`src/hw/acsc_pkg.sv`:
```
// constants for the accelerometer state and sampling control
// assumes a 100 MHz ref_clk and a host command link clocked at 8 MHz

package acsc_pkg;

   // ----------------------------------------------------------------
   // timing
   // ----------------------------------------------------------------
   localparam int CLK_PERIOD_NS  = 10;                 // ref_clk period
   localparam int WAKE_TIME_NS   = 10000;              // longest wake
   localparam int WAKE_CYCLES    = WAKE_TIME_NS / CLK_PERIOD_NS;
   localparam int ODR_BASE_NS    = 500000;             // 1 / 2000 Hz
   localparam int ODR_BASE_CYCLES = ODR_BASE_NS / CLK_PERIOD_NS;
   localparam logic [11:0] RATE_MAX = 12'hf9f;         // 4000 bases = 2 s
   localparam logic [11:0] RATE_RST = 12'h013;         // 100 Hz

   // ----------------------------------------------------------------
   // register indices on the host link
   // ----------------------------------------------------------------
   localparam logic [3:0] REG_MODE   = 4'h0;
   localparam logic [3:0] REG_RANGE  = 4'h1;
   localparam logic [3:0] REG_RATE   = 4'h2;
   localparam logic [3:0] REG_OFS_X  = 4'h3;           // then y, z
   localparam logic [3:0] REG_GAIN_X = 4'h6;           // then y, z
   localparam logic [3:0] REG_RES_X  = 4'ha;           // then y, z

   // mode register fields
   localparam int MODE_STATE_LSB = 0;                  // state[1:0]
   localparam int MODE_SRST_BIT  = 7;                  // soft reset
   localparam logic [1:0] MODE_IDLE   = 2'h0;
   localparam logic [1:0] MODE_ACTIVE = 2'h1;

   // ----------------------------------------------------------------
   // span codes, sensitivities, correction
   // ----------------------------------------------------------------
   localparam logic [2:0] RANGE_2G  = 3'h0;
   localparam logic [2:0] RANGE_4G  = 3'h1;
   localparam logic [2:0] RANGE_8G  = 3'h2;
   localparam logic [2:0] RANGE_16G = 3'h3;
   localparam logic [2:0] RANGE_12G = 3'h4;
   localparam logic [16:0] SENS_2G  = 17'h04000;       // 16384
   localparam logic [16:0] SENS_4G  = 17'h02000;       // 8192
   localparam logic [16:0] SENS_8G  = 17'h01000;       // 4096
   localparam logic [16:0] SENS_12G = 17'h00aaa;       // 2730
   localparam logic [16:0] SENS_16G = 17'h00800;       // 2048
   localparam int SENS_SHIFT = 14;                     // raw is 1/16384 g
   localparam int GAIN_FRAC  = 15;
   localparam logic [15:0] GAIN_RST = 16'h8000;        // unity gain
   localparam logic [15:0] SAT_POS  = 16'h7fff;
   localparam logic [15:0] SAT_NEG  = 16'h8000;

   // operating states
   typedef enum logic [1:0] {
      ST_IDLE   = 2'b00,
      ST_ACTIVE = 2'b01,
      ST_WAKING = 2'b10
   } acsc_state_e;

endpackage

```
`src/hw/acsc_axis_conv.sv`:
```
// one axis: span scaling, gain and offset, saturation
// assumes raw input in units of 1/16384 g, all inputs stable per cycle
`timescale 1ns/10ps
`default_nettype none

module acsc_axis_conv
   import acsc_pkg::*;
#(
   parameter int RAW_W = 20
) (
   input  wire logic signed [RAW_W-1:0] raw,
   input  wire logic        [2:0]       range_sel,
   input  wire logic signed [15:0]      offset,
   input  wire logic        [15:0]      gain,
   output logic             [15:0]      result
);

   // ----------------------------------------------------------------
   // arithmetic
   // ----------------------------------------------------------------
   logic signed [16:0] sens;     // counts per g, as signed
   logic signed [39:0] prod;     // raw times sensitivity
   logic signed [39:0] scaled;   // counts at chosen span
   logic signed [39:0] gained;   // after gain
   logic signed [39:0] summed;   // after offset

   // sensitivity table by span
   always_comb begin
      case (range_sel)
         RANGE_4G:  sens = SENS_4G;
         RANGE_8G:  sens = SENS_8G;
         RANGE_12G: sens = SENS_12G;
         RANGE_16G: sens = SENS_16G;
         default:   sens = SENS_2G;
      endcase
   end

   // scale, correct, clamp
   always_comb begin
      prod   = 40'(raw) * 40'(sens);
      scaled = prod >>> SENS_SHIFT;
      gained = (scaled * 40'(signed'({1'b0, gain}))) >>> GAIN_FRAC;
      summed = gained + 40'(offset);
      if (summed > 40'sh0000007fff) begin
         result = SAT_POS;
      end else if (summed < -40'sh0000008000) begin
         result = SAT_NEG;
      end else begin
         result = summed[15:0];
      end
   end

endmodule

`default_nettype wire

```
`src/hw/acsc_top.sv`:
```
// operating state, sample timing and host register access
// assumes host drives link_* on link_clk falling edges, period >= 125 ns,
// and raw_* come from the sensor front end on ref_clk
`timescale 1ns/10ps
`default_nettype none

module acsc_top
   import acsc_pkg::*;
#(
   parameter int RAW_W       = 20,
   parameter int TICK_CYCLES = ODR_BASE_CYCLES   // shorten in simulation
) (
   input  wire logic                    ref_clk,
   input  wire logic                    rst,
   input  wire logic                    link_clk,
   input  wire logic                    link_wr,
   input  wire logic                    link_rd,
   input  wire logic        [3:0]       link_addr,
   input  wire logic        [15:0]      link_wdata,
   input  wire logic signed [RAW_W-1:0] raw_x,
   input  wire logic signed [RAW_W-1:0] raw_y,
   input  wire logic signed [RAW_W-1:0] raw_z,
   output logic             [15:0]      link_rdata,
   output logic                         write_refused,
   output logic             [1:0]       op_state,
   output logic                         clk_run,
   output logic                         sample_valid,
   output logic             [15:0]      x_axis_result,
   output logic             [15:0]      y_axis_result,
   output logic             [15:0]      z_axis_result
);

   // ----------------------------------------------------------------
   // link synchroniser and edge finder
   // ----------------------------------------------------------------
   logic [22:0] lnk_s1;          // first stage, read by lnk_s2 only
   logic [22:0] lnk_s2;          // settled link bundle
   logic        lclk_d;          // delayed settled link clock
   logic        edge_evt;        // link clock rising edge
   logic        wr_evt;          // host write this cycle
   logic        rd_evt;          // host read this cycle
   logic [3:0]  cmd_idx;         // register index
   logic [15:0] wr_data;         // write data
   logic [1:0]  wr_state;        // mode state field
   logic [2:0]  wr_range;        // range field
   logic        sw_rst;          // soft reset pulse
   logic        rst_all;         // pin or soft reset

   // two flops on every link pin
   always_ff @(posedge ref_clk) begin
      lnk_s1 <= {link_clk, link_wr, link_rd, link_addr, link_wdata};
      lnk_s2 <= lnk_s1;
      lclk_d <= lnk_s2[22];
   end

   assign edge_evt = lnk_s2[22] & ~lclk_d;
   assign wr_evt   = edge_evt & lnk_s2[21];
   assign rd_evt   = edge_evt & lnk_s2[20];
   assign cmd_idx  = lnk_s2[19:16];
   assign wr_data  = lnk_s2[15:0];
   assign wr_state = wr_data[MODE_STATE_LSB+1:MODE_STATE_LSB];
   assign wr_range = wr_data[2:0];
   assign rst_all  = rst | sw_rst;

   // ----------------------------------------------------------------
   // operating state
   // ----------------------------------------------------------------
   acsc_state_e state;           // current state
   acsc_state_e next_state;      // state after this edge
   logic [15:0] wake_cnt;        // settle count while waking
   logic        mode_wr;         // write aimed at mode register

   assign mode_wr = wr_evt && (cmd_idx == REG_MODE);

   // state changes only on a mode write or wake completion
   always_comb begin
      next_state = state;
      case (state)
         ST_IDLE: begin
            if (mode_wr && wr_state == MODE_ACTIVE) begin
               next_state = ST_WAKING;
            end
         end
         ST_WAKING: begin
            if (mode_wr && wr_state == MODE_IDLE) begin
               next_state = ST_IDLE;
            end else if (wake_cnt == 16'(WAKE_CYCLES - 1)) begin
               next_state = ST_ACTIVE;
            end
         end
         ST_ACTIVE: begin
            if (mode_wr && wr_state == MODE_IDLE) begin
               next_state = ST_IDLE;
            end
         end
         default: next_state = ST_IDLE;
      endcase
   end

   // state register, idle from reset
   always_ff @(posedge ref_clk) begin
      if (rst_all) begin
         state   <= ST_IDLE;
         clk_run <= 1'b0;
      end else begin
         state   <= next_state;
         clk_run <= (next_state != ST_IDLE);
      end
   end

   // wake settle counter
   always_ff @(posedge ref_clk) begin
      if (rst_all || state != ST_WAKING) begin
         wake_cnt <= 16'h0000;
      end else begin
         wake_cnt <= wake_cnt + 16'h0001;
      end
   end

   // soft reset honoured only while active
   always_ff @(posedge ref_clk) begin
      if (rst) begin
         sw_rst <= 1'b0;
      end else begin
         sw_rst <= mode_wr && wr_data[MODE_SRST_BIT]
                   && (state == ST_ACTIVE);
      end
   end

   // ----------------------------------------------------------------
   // settings registers
   // ----------------------------------------------------------------
   logic [2:0]         range_reg;    // span code
   logic [11:0]        rate_reg;     // period in 0.5 ms bases, minus one
   logic signed [15:0] ofs [3];      // per-axis offset
   logic [15:0]        gain [3];     // per-axis gain
   logic               set_ok;       // settings write accepted

   assign set_ok = wr_evt && (state == ST_IDLE);

   // refused write flag, one cycle
   always_ff @(posedge ref_clk) begin
      if (rst_all) begin
         write_refused <= 1'b0;
      end else begin
         write_refused <= wr_evt && (state != ST_IDLE)
                          && (cmd_idx != REG_MODE);
      end
   end

   // range and rate, only in idle
   always_ff @(posedge ref_clk) begin
      if (rst_all) begin
         range_reg <= RANGE_2G;
         rate_reg  <= RATE_RST;
      end else if (set_ok && cmd_idx == REG_RANGE) begin
         range_reg <= wr_range;
      end else if (set_ok && cmd_idx == REG_RATE) begin
         rate_reg  <= (wr_data[11:0] > RATE_MAX) ? RATE_MAX
                      : wr_data[11:0];
      end
   end

   // ----------------------------------------------------------------
   // per-axis correction and conversion
   // ----------------------------------------------------------------
   logic signed [RAW_W-1:0] raw_ax [3];   // raw inputs by axis
   logic        [15:0]      conv   [3];   // converted words
   logic        [15:0]      res    [3];   // held results

   assign raw_ax[0] = raw_x;
   assign raw_ax[1] = raw_y;
   assign raw_ax[2] = raw_z;

   genvar ax;
   generate
      for (ax = 0; ax < 3; ax++) begin : g_axis
         // offset and gain, writable in idle only
         always_ff @(posedge ref_clk) begin
            if (rst_all) begin
               ofs[ax]  <= 16'sh0000;
               gain[ax] <= GAIN_RST;
            end else if (set_ok && cmd_idx == REG_OFS_X + 4'(ax)) begin
               ofs[ax]  <= wr_data;
            end else if (set_ok && cmd_idx == REG_GAIN_X + 4'(ax)) begin
               gain[ax] <= wr_data;
            end
         end

         acsc_axis_conv #(
            .RAW_W     (RAW_W)
         ) u_conv (
            .raw       (raw_ax[ax]),
            .range_sel (range_reg),
            .offset    (ofs[ax]),
            .gain      (gain[ax]),
            .result    (conv[ax])
         );
      end
   endgenerate

   // ----------------------------------------------------------------
   // sample timing
   // ----------------------------------------------------------------
   logic [31:0] tick_cnt;        // cycles within one base period
   logic [11:0] base_cnt;        // base periods within one sample
   logic        first;           // first sample still owed
   logic        sample_now;      // take a sample this edge

   assign sample_now = (state == ST_ACTIVE) && (first ||
      (tick_cnt == 32'(TICK_CYCLES - 1) && base_cnt == rate_reg));

   // counters run only while active
   always_ff @(posedge ref_clk) begin
      if (rst_all || state != ST_ACTIVE) begin
         tick_cnt <= 32'h0000_0000;
         base_cnt <= 12'h000;
         first    <= 1'b1;
      end else if (first) begin
         // hold counters at zero so the first period is a full one
         first <= 1'b0;
      end else if (tick_cnt == 32'(TICK_CYCLES - 1)) begin
         tick_cnt <= 32'h0000_0000;
         base_cnt <= (base_cnt == rate_reg) ? 12'h000
                     : base_cnt + 12'h001;
      end else begin
         tick_cnt <= tick_cnt + 32'h0000_0001;
      end
   end

   // capture all three axes together
   always_ff @(posedge ref_clk) begin
      if (rst_all) begin
         res[0]       <= 16'h0000;
         res[1]       <= 16'h0000;
         res[2]       <= 16'h0000;
         sample_valid <= 1'b0;
      end else begin
         sample_valid <= sample_now;
         if (sample_now) begin
            res[0] <= conv[0];
            res[1] <= conv[1];
            res[2] <= conv[2];
         end
      end
   end

   assign x_axis_result = res[0];
   assign y_axis_result = res[1];
   assign z_axis_result = res[2];
   assign op_state      = state;

   // ----------------------------------------------------------------
   // host reads, allowed in every state
   // ----------------------------------------------------------------
   always_ff @(posedge ref_clk) begin
      if (rst_all) begin
         link_rdata <= 16'h0000;
      end else if (rd_evt) begin
         case (cmd_idx)
            REG_MODE:   link_rdata <= {14'h0000, state};
            REG_RANGE:  link_rdata <= {13'h0000, range_reg};
            REG_RATE:   link_rdata <= {4'h0, rate_reg};
            4'h3:       link_rdata <= ofs[0];
            4'h4:       link_rdata <= ofs[1];
            4'h5:       link_rdata <= ofs[2];
            4'h6:       link_rdata <= gain[0];
            4'h7:       link_rdata <= gain[1];
            4'h8:       link_rdata <= gain[2];
            REG_RES_X:  link_rdata <= res[0];
            4'hb:       link_rdata <= res[1];
            4'hc:       link_rdata <= res[2];
            default:    link_rdata <= 16'h0000;
         endcase
      end
   end

   // ----------------------------------------------------------------
   // checks
   // ----------------------------------------------------------------
   a_power_up_idle: assert property (@(posedge ref_clk)
      $past(rst) |-> state == ST_IDLE)
      else $error("state not idle after reset");

   a_idle_no_sample: assert property (@(posedge ref_clk)
      disable iff (rst) (state == ST_IDLE) |=> !sample_valid)
      else $error("sample produced in idle");

   a_idle_clock_off: assert property (@(posedge ref_clk)
      disable iff (rst) (state == ST_IDLE) |-> !clk_run)
      else $error("clocking runs in idle");

   a_wake_time_bound: assert property (@(posedge ref_clk)
      disable iff (rst_all) $rose(state == ST_WAKING)
      |-> ##[1:1000] (state != ST_WAKING))
      else $error("wake took longer than 10 us");

   a_no_auto_change: assert property (@(posedge ref_clk)
      disable iff (rst) (state != $past(state)
      && $past(state) != ST_WAKING) |-> ($past(wr_evt) || $past(sw_rst)))
      else $error("state changed without command");

   a_active_blocks_wr: assert property (@(posedge ref_clk)
      disable iff (rst_all) (wr_evt && state != ST_IDLE
      && cmd_idx != REG_MODE) |=> ($stable(range_reg) && $stable(rate_reg)
      && write_refused))
      else $error("write taken while active");

   a_idle_takes_wr: assert property (@(posedge ref_clk)
      disable iff (rst_all) (set_ok && cmd_idx == REG_RANGE)
      |=> range_reg == $past(wr_range))
      else $error("idle range write lost");

   a_mode_wake_cmd: assert property (@(posedge ref_clk)
      disable iff (rst_all) (mode_wr && wr_state == MODE_ACTIVE
      && state == ST_IDLE) |=> state == ST_WAKING)
      else $error("mode 01 did not start wake");

   a_first_sample: assert property (@(posedge ref_clk)
      disable iff (rst_all) $rose(state == ST_ACTIVE) |-> ##1 sample_valid)
      else $error("no sample on entering active");

endmodule

`default_nettype wire

```
`config.mk`:
```
export PLATFORM = sky130hd
export DESIGN_NAME = acsc_top
export DESIGN_NICKNAME = d
export VERILOG_FILES = /design/src/hw/acsc_pkg.sv /design/src/hw/acsc_axis_conv.sv /design/src/hw/acsc_top.sv
export SDC_FILE = /design/constraint.sdc
export NUM_CORES = 2
export LEC_CHECK = 0
export BUFFER_PORTS_ARGS = -buffer_cell sky130_fd_sc_hd__buf_4
export CAP_MARGIN = 20
export CORE_MARGIN = 4
export CORE_UTILIZATION = 40
export CTS_BUF_LIST = sky130_fd_sc_hd__clkbuf_4
export DETAILED_ROUTE_END_ITERATION = 10
export MAX_ROUTING_LAYER = met4
export PLACE_DENSITY = 0.64
export SYNTH_ARGS = -nofsm -noshare
export SYNTH_HDL_FRONTEND = slang
export SYNTH_HIERARCHICAL = 1
export SYNTH_SLANG_ARGS = --single-unit
```
`constraint.sdc`:
```
create_clock -name ref_clk -period 31 [get_ports ref_clk]
set_input_delay 4.65 -clock ref_clk [delete_from_list [all_inputs] [get_ports ref_clk]]
set_output_delay 4.65 -clock ref_clk [all_outputs]
set_load 0.03 [all_outputs]
```
Word level (Yosys, flattened, before mapping)
Memory sizes are Yosys's and may differ from the RTL's.
Index checks and enable logic that the tools add are counted.

storage, ports and cells
  register bits = 145
  RAM bits = 144
  output and inout port bits = 69
  memories = 3

memories
  name  depth  width  read ports  clocked after memory_dff  write ports  line             text
  gain  3      16     3           0                         3            acsc_top.sv:136  logic [15:0] gain [3];
  ofs   3      16     3           0                         3            acsc_top.sv:135  logic signed [15:0] ofs [3];
  res   3      16     3           0                         3            acsc_top.sv:169  logic [15:0] res [3];

cells by class
  add/sub/neg operators = 6
  multiply operators = 6
  order comparisons = 7
  equality and inequality tests = 23
  muxes and demuxes = 52
  bitwise operators = 16
  reduce and logical (&&, ||, !) cells = 29

operators by type and width
  kind                                                                     count
  16-bit two-way mux                                                       15
  16-bit case mux with 12 select lines                                     1
  40-bit by 16-bit > comparator with 1-bit output (second input constant)  3
  40-bit by 16-bit < comparator with 1-bit output (second input constant)  3
  22-bit by 17-bit multiplier with 39-bit output                           3
  20-bit by 16-bit multiplier with 36-bit output                           3
  25-bit by 16-bit adder with 26-bit output                                3
  15-bit case mux with 4 select lines                                      1
  32-bit by 1-bit adder with 32-bit output (second input constant)         1
  32-bit by 16-bit == test with 1-bit output (second input constant)       1
  32-bit two-way mux                                                       1
  1-bit two-way mux                                                        27
  12-bit two-way mux                                                       2
  1-bit logical AND                                                        18
  16-bit by 1-bit adder with 16-bit output (second input constant)         1
  16-bit by 10-bit == test with 1-bit output (second input constant)       1
  4-bit by 3-bit == test with 1-bit output (second input constant)         4
  4-bit == test (second input constant)                                    4
  12-bit by 1-bit adder with 12-bit output (second input constant)         1
  12-bit == test                                                           1
  12-bit > comparator (second input constant)                              1
  1-bit bitwise OR                                                         10
  4-bit by 2-bit == test with 1-bit output (second input constant)         2
  2-bit two-way mux                                                        4
  other kinds (17)                                                         28

Longest topological paths before layout
  depth after elaboration = 10
  depth in mapped cells = 61
  gate-level depth less buffers = 58

Cells and area by module
Netlist, hierarchy kept.

by module, submodules not included
  module                             times used  cells each  area each (µm²)
  acsc_axis_conv (g_axis[0].u_conv)  1           2471        21792.2
  acsc_axis_conv (g_axis[1].u_conv)  1           2435        21735.8
  acsc_axis_conv (g_axis[2].u_conv)  1           2436        21708.3
  acsc_top                           1           1021        11735.0

Least setup slack after synthesis
No wires, ideal clock.

  path type = input port to flip-flop
  start point = input raw_z[19]
  end point = memory res[2][4], in the netlist res[0][36] (data pin)
  library setup time = 0.255 ns
  arrival time = 17.718 ns
  slack = 13.027 ns
  stages on the path = 54
  cells stage by stage = and3_1 -> ha_1 -> ha_1 -> inv_1 -> fa_1 -> inv_1 -> fa_1 -> fa_1 -> inv_1 -> fa_1 -> inv_1 -> ha_1 -> a21o_1 -> a21o_1 -> a21oi_1 -> o21a_1 -> o21ai_0 -> o21ai_1 -> [18 not listed] -> nand3_1 -> or3b_2 -> a21oi_1 -> o21bai_1 -> xor2_1 -> ha_1 -> clkbuf_1 -> a21oi_1 -> a21boi_0 -> or3_1 -> a211o_1 -> a2111o_1 -> nand3_2 -> o2111ai_2 -> o21ai_4 -> buf_12 -> o31ai_2 -> and3_1

RTL lines
  item                line             text
  start: declaration  acsc_top.sv:22   input wire logic signed [RAW_W-1:0] raw_z,
  end: declaration    acsc_top.sv:169

==> impl_results.md <==
- Top sig layer: met4
- Root Buffer: clkbuf_4
- First-pass GRT wire length: ~340000 µm
- Die H: 447 µm
- Ys Warns: 6
- Vias/cell: 5.11
- Hold WS: 0.329 ns
- Total core area: approximately 190000 µm²
- Post-Syn Area: 77000 µm²
- Worst skew pair latency: between 0.8 and 0.9 ns
- Final Instance Count excl. Fillers: 11000
- Max Clk Rate: 0.0522 GHz
- Core Util, Final: 43.2%
- Critical Path RT: 31.62 ns
- Initial drt markers: ~3500
- WL final: 209000 µm
- Synth top area cells: fa_1 (38%), ha_1 (14%), inv_1 (10%)
- DPL Wire Length: 173000 µm
- Row count: 160
- Hold Crit Class: reg -> reg
- Chip Width: 447 µm
- Post-synth EDFFs: between 100 and 150
- CTS clk-pin slew, worst paths: ~0.07 ns
- CTS Hold Buffers Added: 0
- Post-CTS setup buffers: 0
- MaxCap Viol Count: 0
- DR DRC count: 0
- Post-synth top area share: 37.9%
- Worst endpoint data arrival time: roughly 20 ns
- Post-route clock period utilization: 61.9%
- Most used DFF post-synth: dfxtp_1
- Met3 Wirelength: about 11000 µm
- Tmin final: 19.17 ns
- Worst setup path category: in -> reg
- DRT Pass-1 Iters: 6
- Nets: 10900
- Total number of vias: 56200
- Placed insts: 10900
- Cells after Synth: 8363
- Crit path max-delay family: adder cells
- Initial core utilization: 40.3%
- Number of global-route vias before repair: 62000
- Share of the yosys chip area belonging to registers: 9.39%
- Met2 wire len: slightly above 100000 µm
- Largest net degree at the start of global routing: 55
- CTS Buffer Depth: 3
- Slew HR: 19.7%
- Post-synth cell types: between 100 and 150
- Syn_nets: 10800
- Setup Skew: 0.125 ns
- # IOs: 154
- Post-DRT Antenna Nets: 0
- Crit path capture type: register
- GRT Residual Overflow: 0
- RSZ-0062 raised after global routing: no
- Avg Cell Area, Syn: 9.20 µm²
- Buffers on Ports: 153
- Top cell type by total area after synthesis: fa_1
- Final Hold Viols: 0
- Fraction of layout cells with a size suffix above 1: 6.64%
- Status: finished clean
- FF+latch count, synth: a little under 300
- GP Congestion: 0.981
- Routed length per instance: 18.9 µm
- Slew Viols, Final: 0
- Slowest cell on crit path: a2111oi_0
- Clock sink total: just under 300
- Area grow syn2layout: 7.10%
- DRT met1 WL: 84500 µm
- Crit Path Max Fanout: 16
- Asr flop ratio synth: 0%
- Biggest regs: gain: 48 flops, ofs: 48 flops, res: 48 flops
- Worst path bufs/invs: 10
- H-tree levels: 3
- CTS Buf Count: 76
- Die Area: 200000 µm²
- Worst path max stage delay: around 0.66 ns
- Final setup fails: 0
- Most numerous cell on the critical path: fa_1
- Filler cells: roughly 19000
- Worst setup SP type: input pin
- CTS tree: built
- Post-cts resize count: 0
- Initial antenna violation count: 6
- TNS Setup: 0 ns
- Worst slew pin tran: 1.20 ns
- GR Util All Layers: between 20% and 30%
-- Yosys cell counts, drive strengths merged (90+ instances only) --
cell type     n
inv        2080
clkbuf      261
and3        147
edfxtp      144
nor2        197
ha          876
dfxtp       145
fa         1458
o21ai       175
a21oi       197
nor2b        90
xnor2       189
a21o         90
nand2       625
and2        839
xor2        111
-- final timing paths --
path | start | endpoint | slack, ns | cells after the start
worst min register to register | lnk_s1[13]$_DFF_P_ | lnk_s2[13]$_DFF_P_ | 0.33 | 0
worst max register to register | range_reg[1]$_SDFFE_PP0P_ | res[0][4]$_SDFFCE_PN0P_ | 14.05 | 57
worst max-delay path | raw_x[7] | res[0][4]$_SDFFCE_PN0P_ | 11.83 | 52
worst min-delay path | lnk_s1[13]$_DFF_P_ | lnk_s2[13]$_DFF_P_ | 0.33 | 0
-- cell type report --
type                            instances  area (µm²)  area share [%]
Timing Repair Buffer                  287        2290            2.78
Sequential cell                       289        7230            8.77
Tap cell                             2511        3140            3.81
Antenna cell                            1        2.50         0.00304
Clock inverter                         25         143           0.173
Inverter                             2080        7810            9.47
Multi-Input combinational cell       5697       61000            73.9
Clock buffer                          115         863            1.05
-- placed cells by master, fill, tap and decap left out, drive strengths merged, types with 116 or more instances in the layout --
cell	Yosys	final
nor2	197	197
inv	2080	2081
nand2	625	625
and3	147	147
clkbuf	261	116
buf	36	286
o21ai	175	175
ha	876	876
fa	1458	1458
xnor2	189	189
and2	839	839
a21oi	197	197
dfxtp	145	145
edfxtp	144	144
-- metrics by stage --
| step | area [µm²] | setup slack, ns |
|---|---|---|
| floorplan | 77000 | 13.03 |
| global placement | 81200 | 11.22 |
| detailed placement | 81200 | 11.10 |
| CTS | 82300 | 11.93 |
| global route | 82400 | 11.06 |
| finish | 82400 | 11.83 |
-- cell families after synthesis --
family,after synthesis,synth area share (%)
xor+xnor,300,3.42
simple gates,2233,15.6
compound gates,801,7.33
fa+ha+maj,2349,52.4
flops,289,9.39
mux,14,0.192
buf+inv,2377,11.7
-- metal layers --
metal,track usage [%],up-vias
li1,-,25800
met1,27.0,28300
met2,37.0,1629
met3,2.50,422
met4,10.1,0
met5,-,-
Power is not shown: default switching activity piles up to over one toggle a cycle in this logic, so the estimate is an artifact.
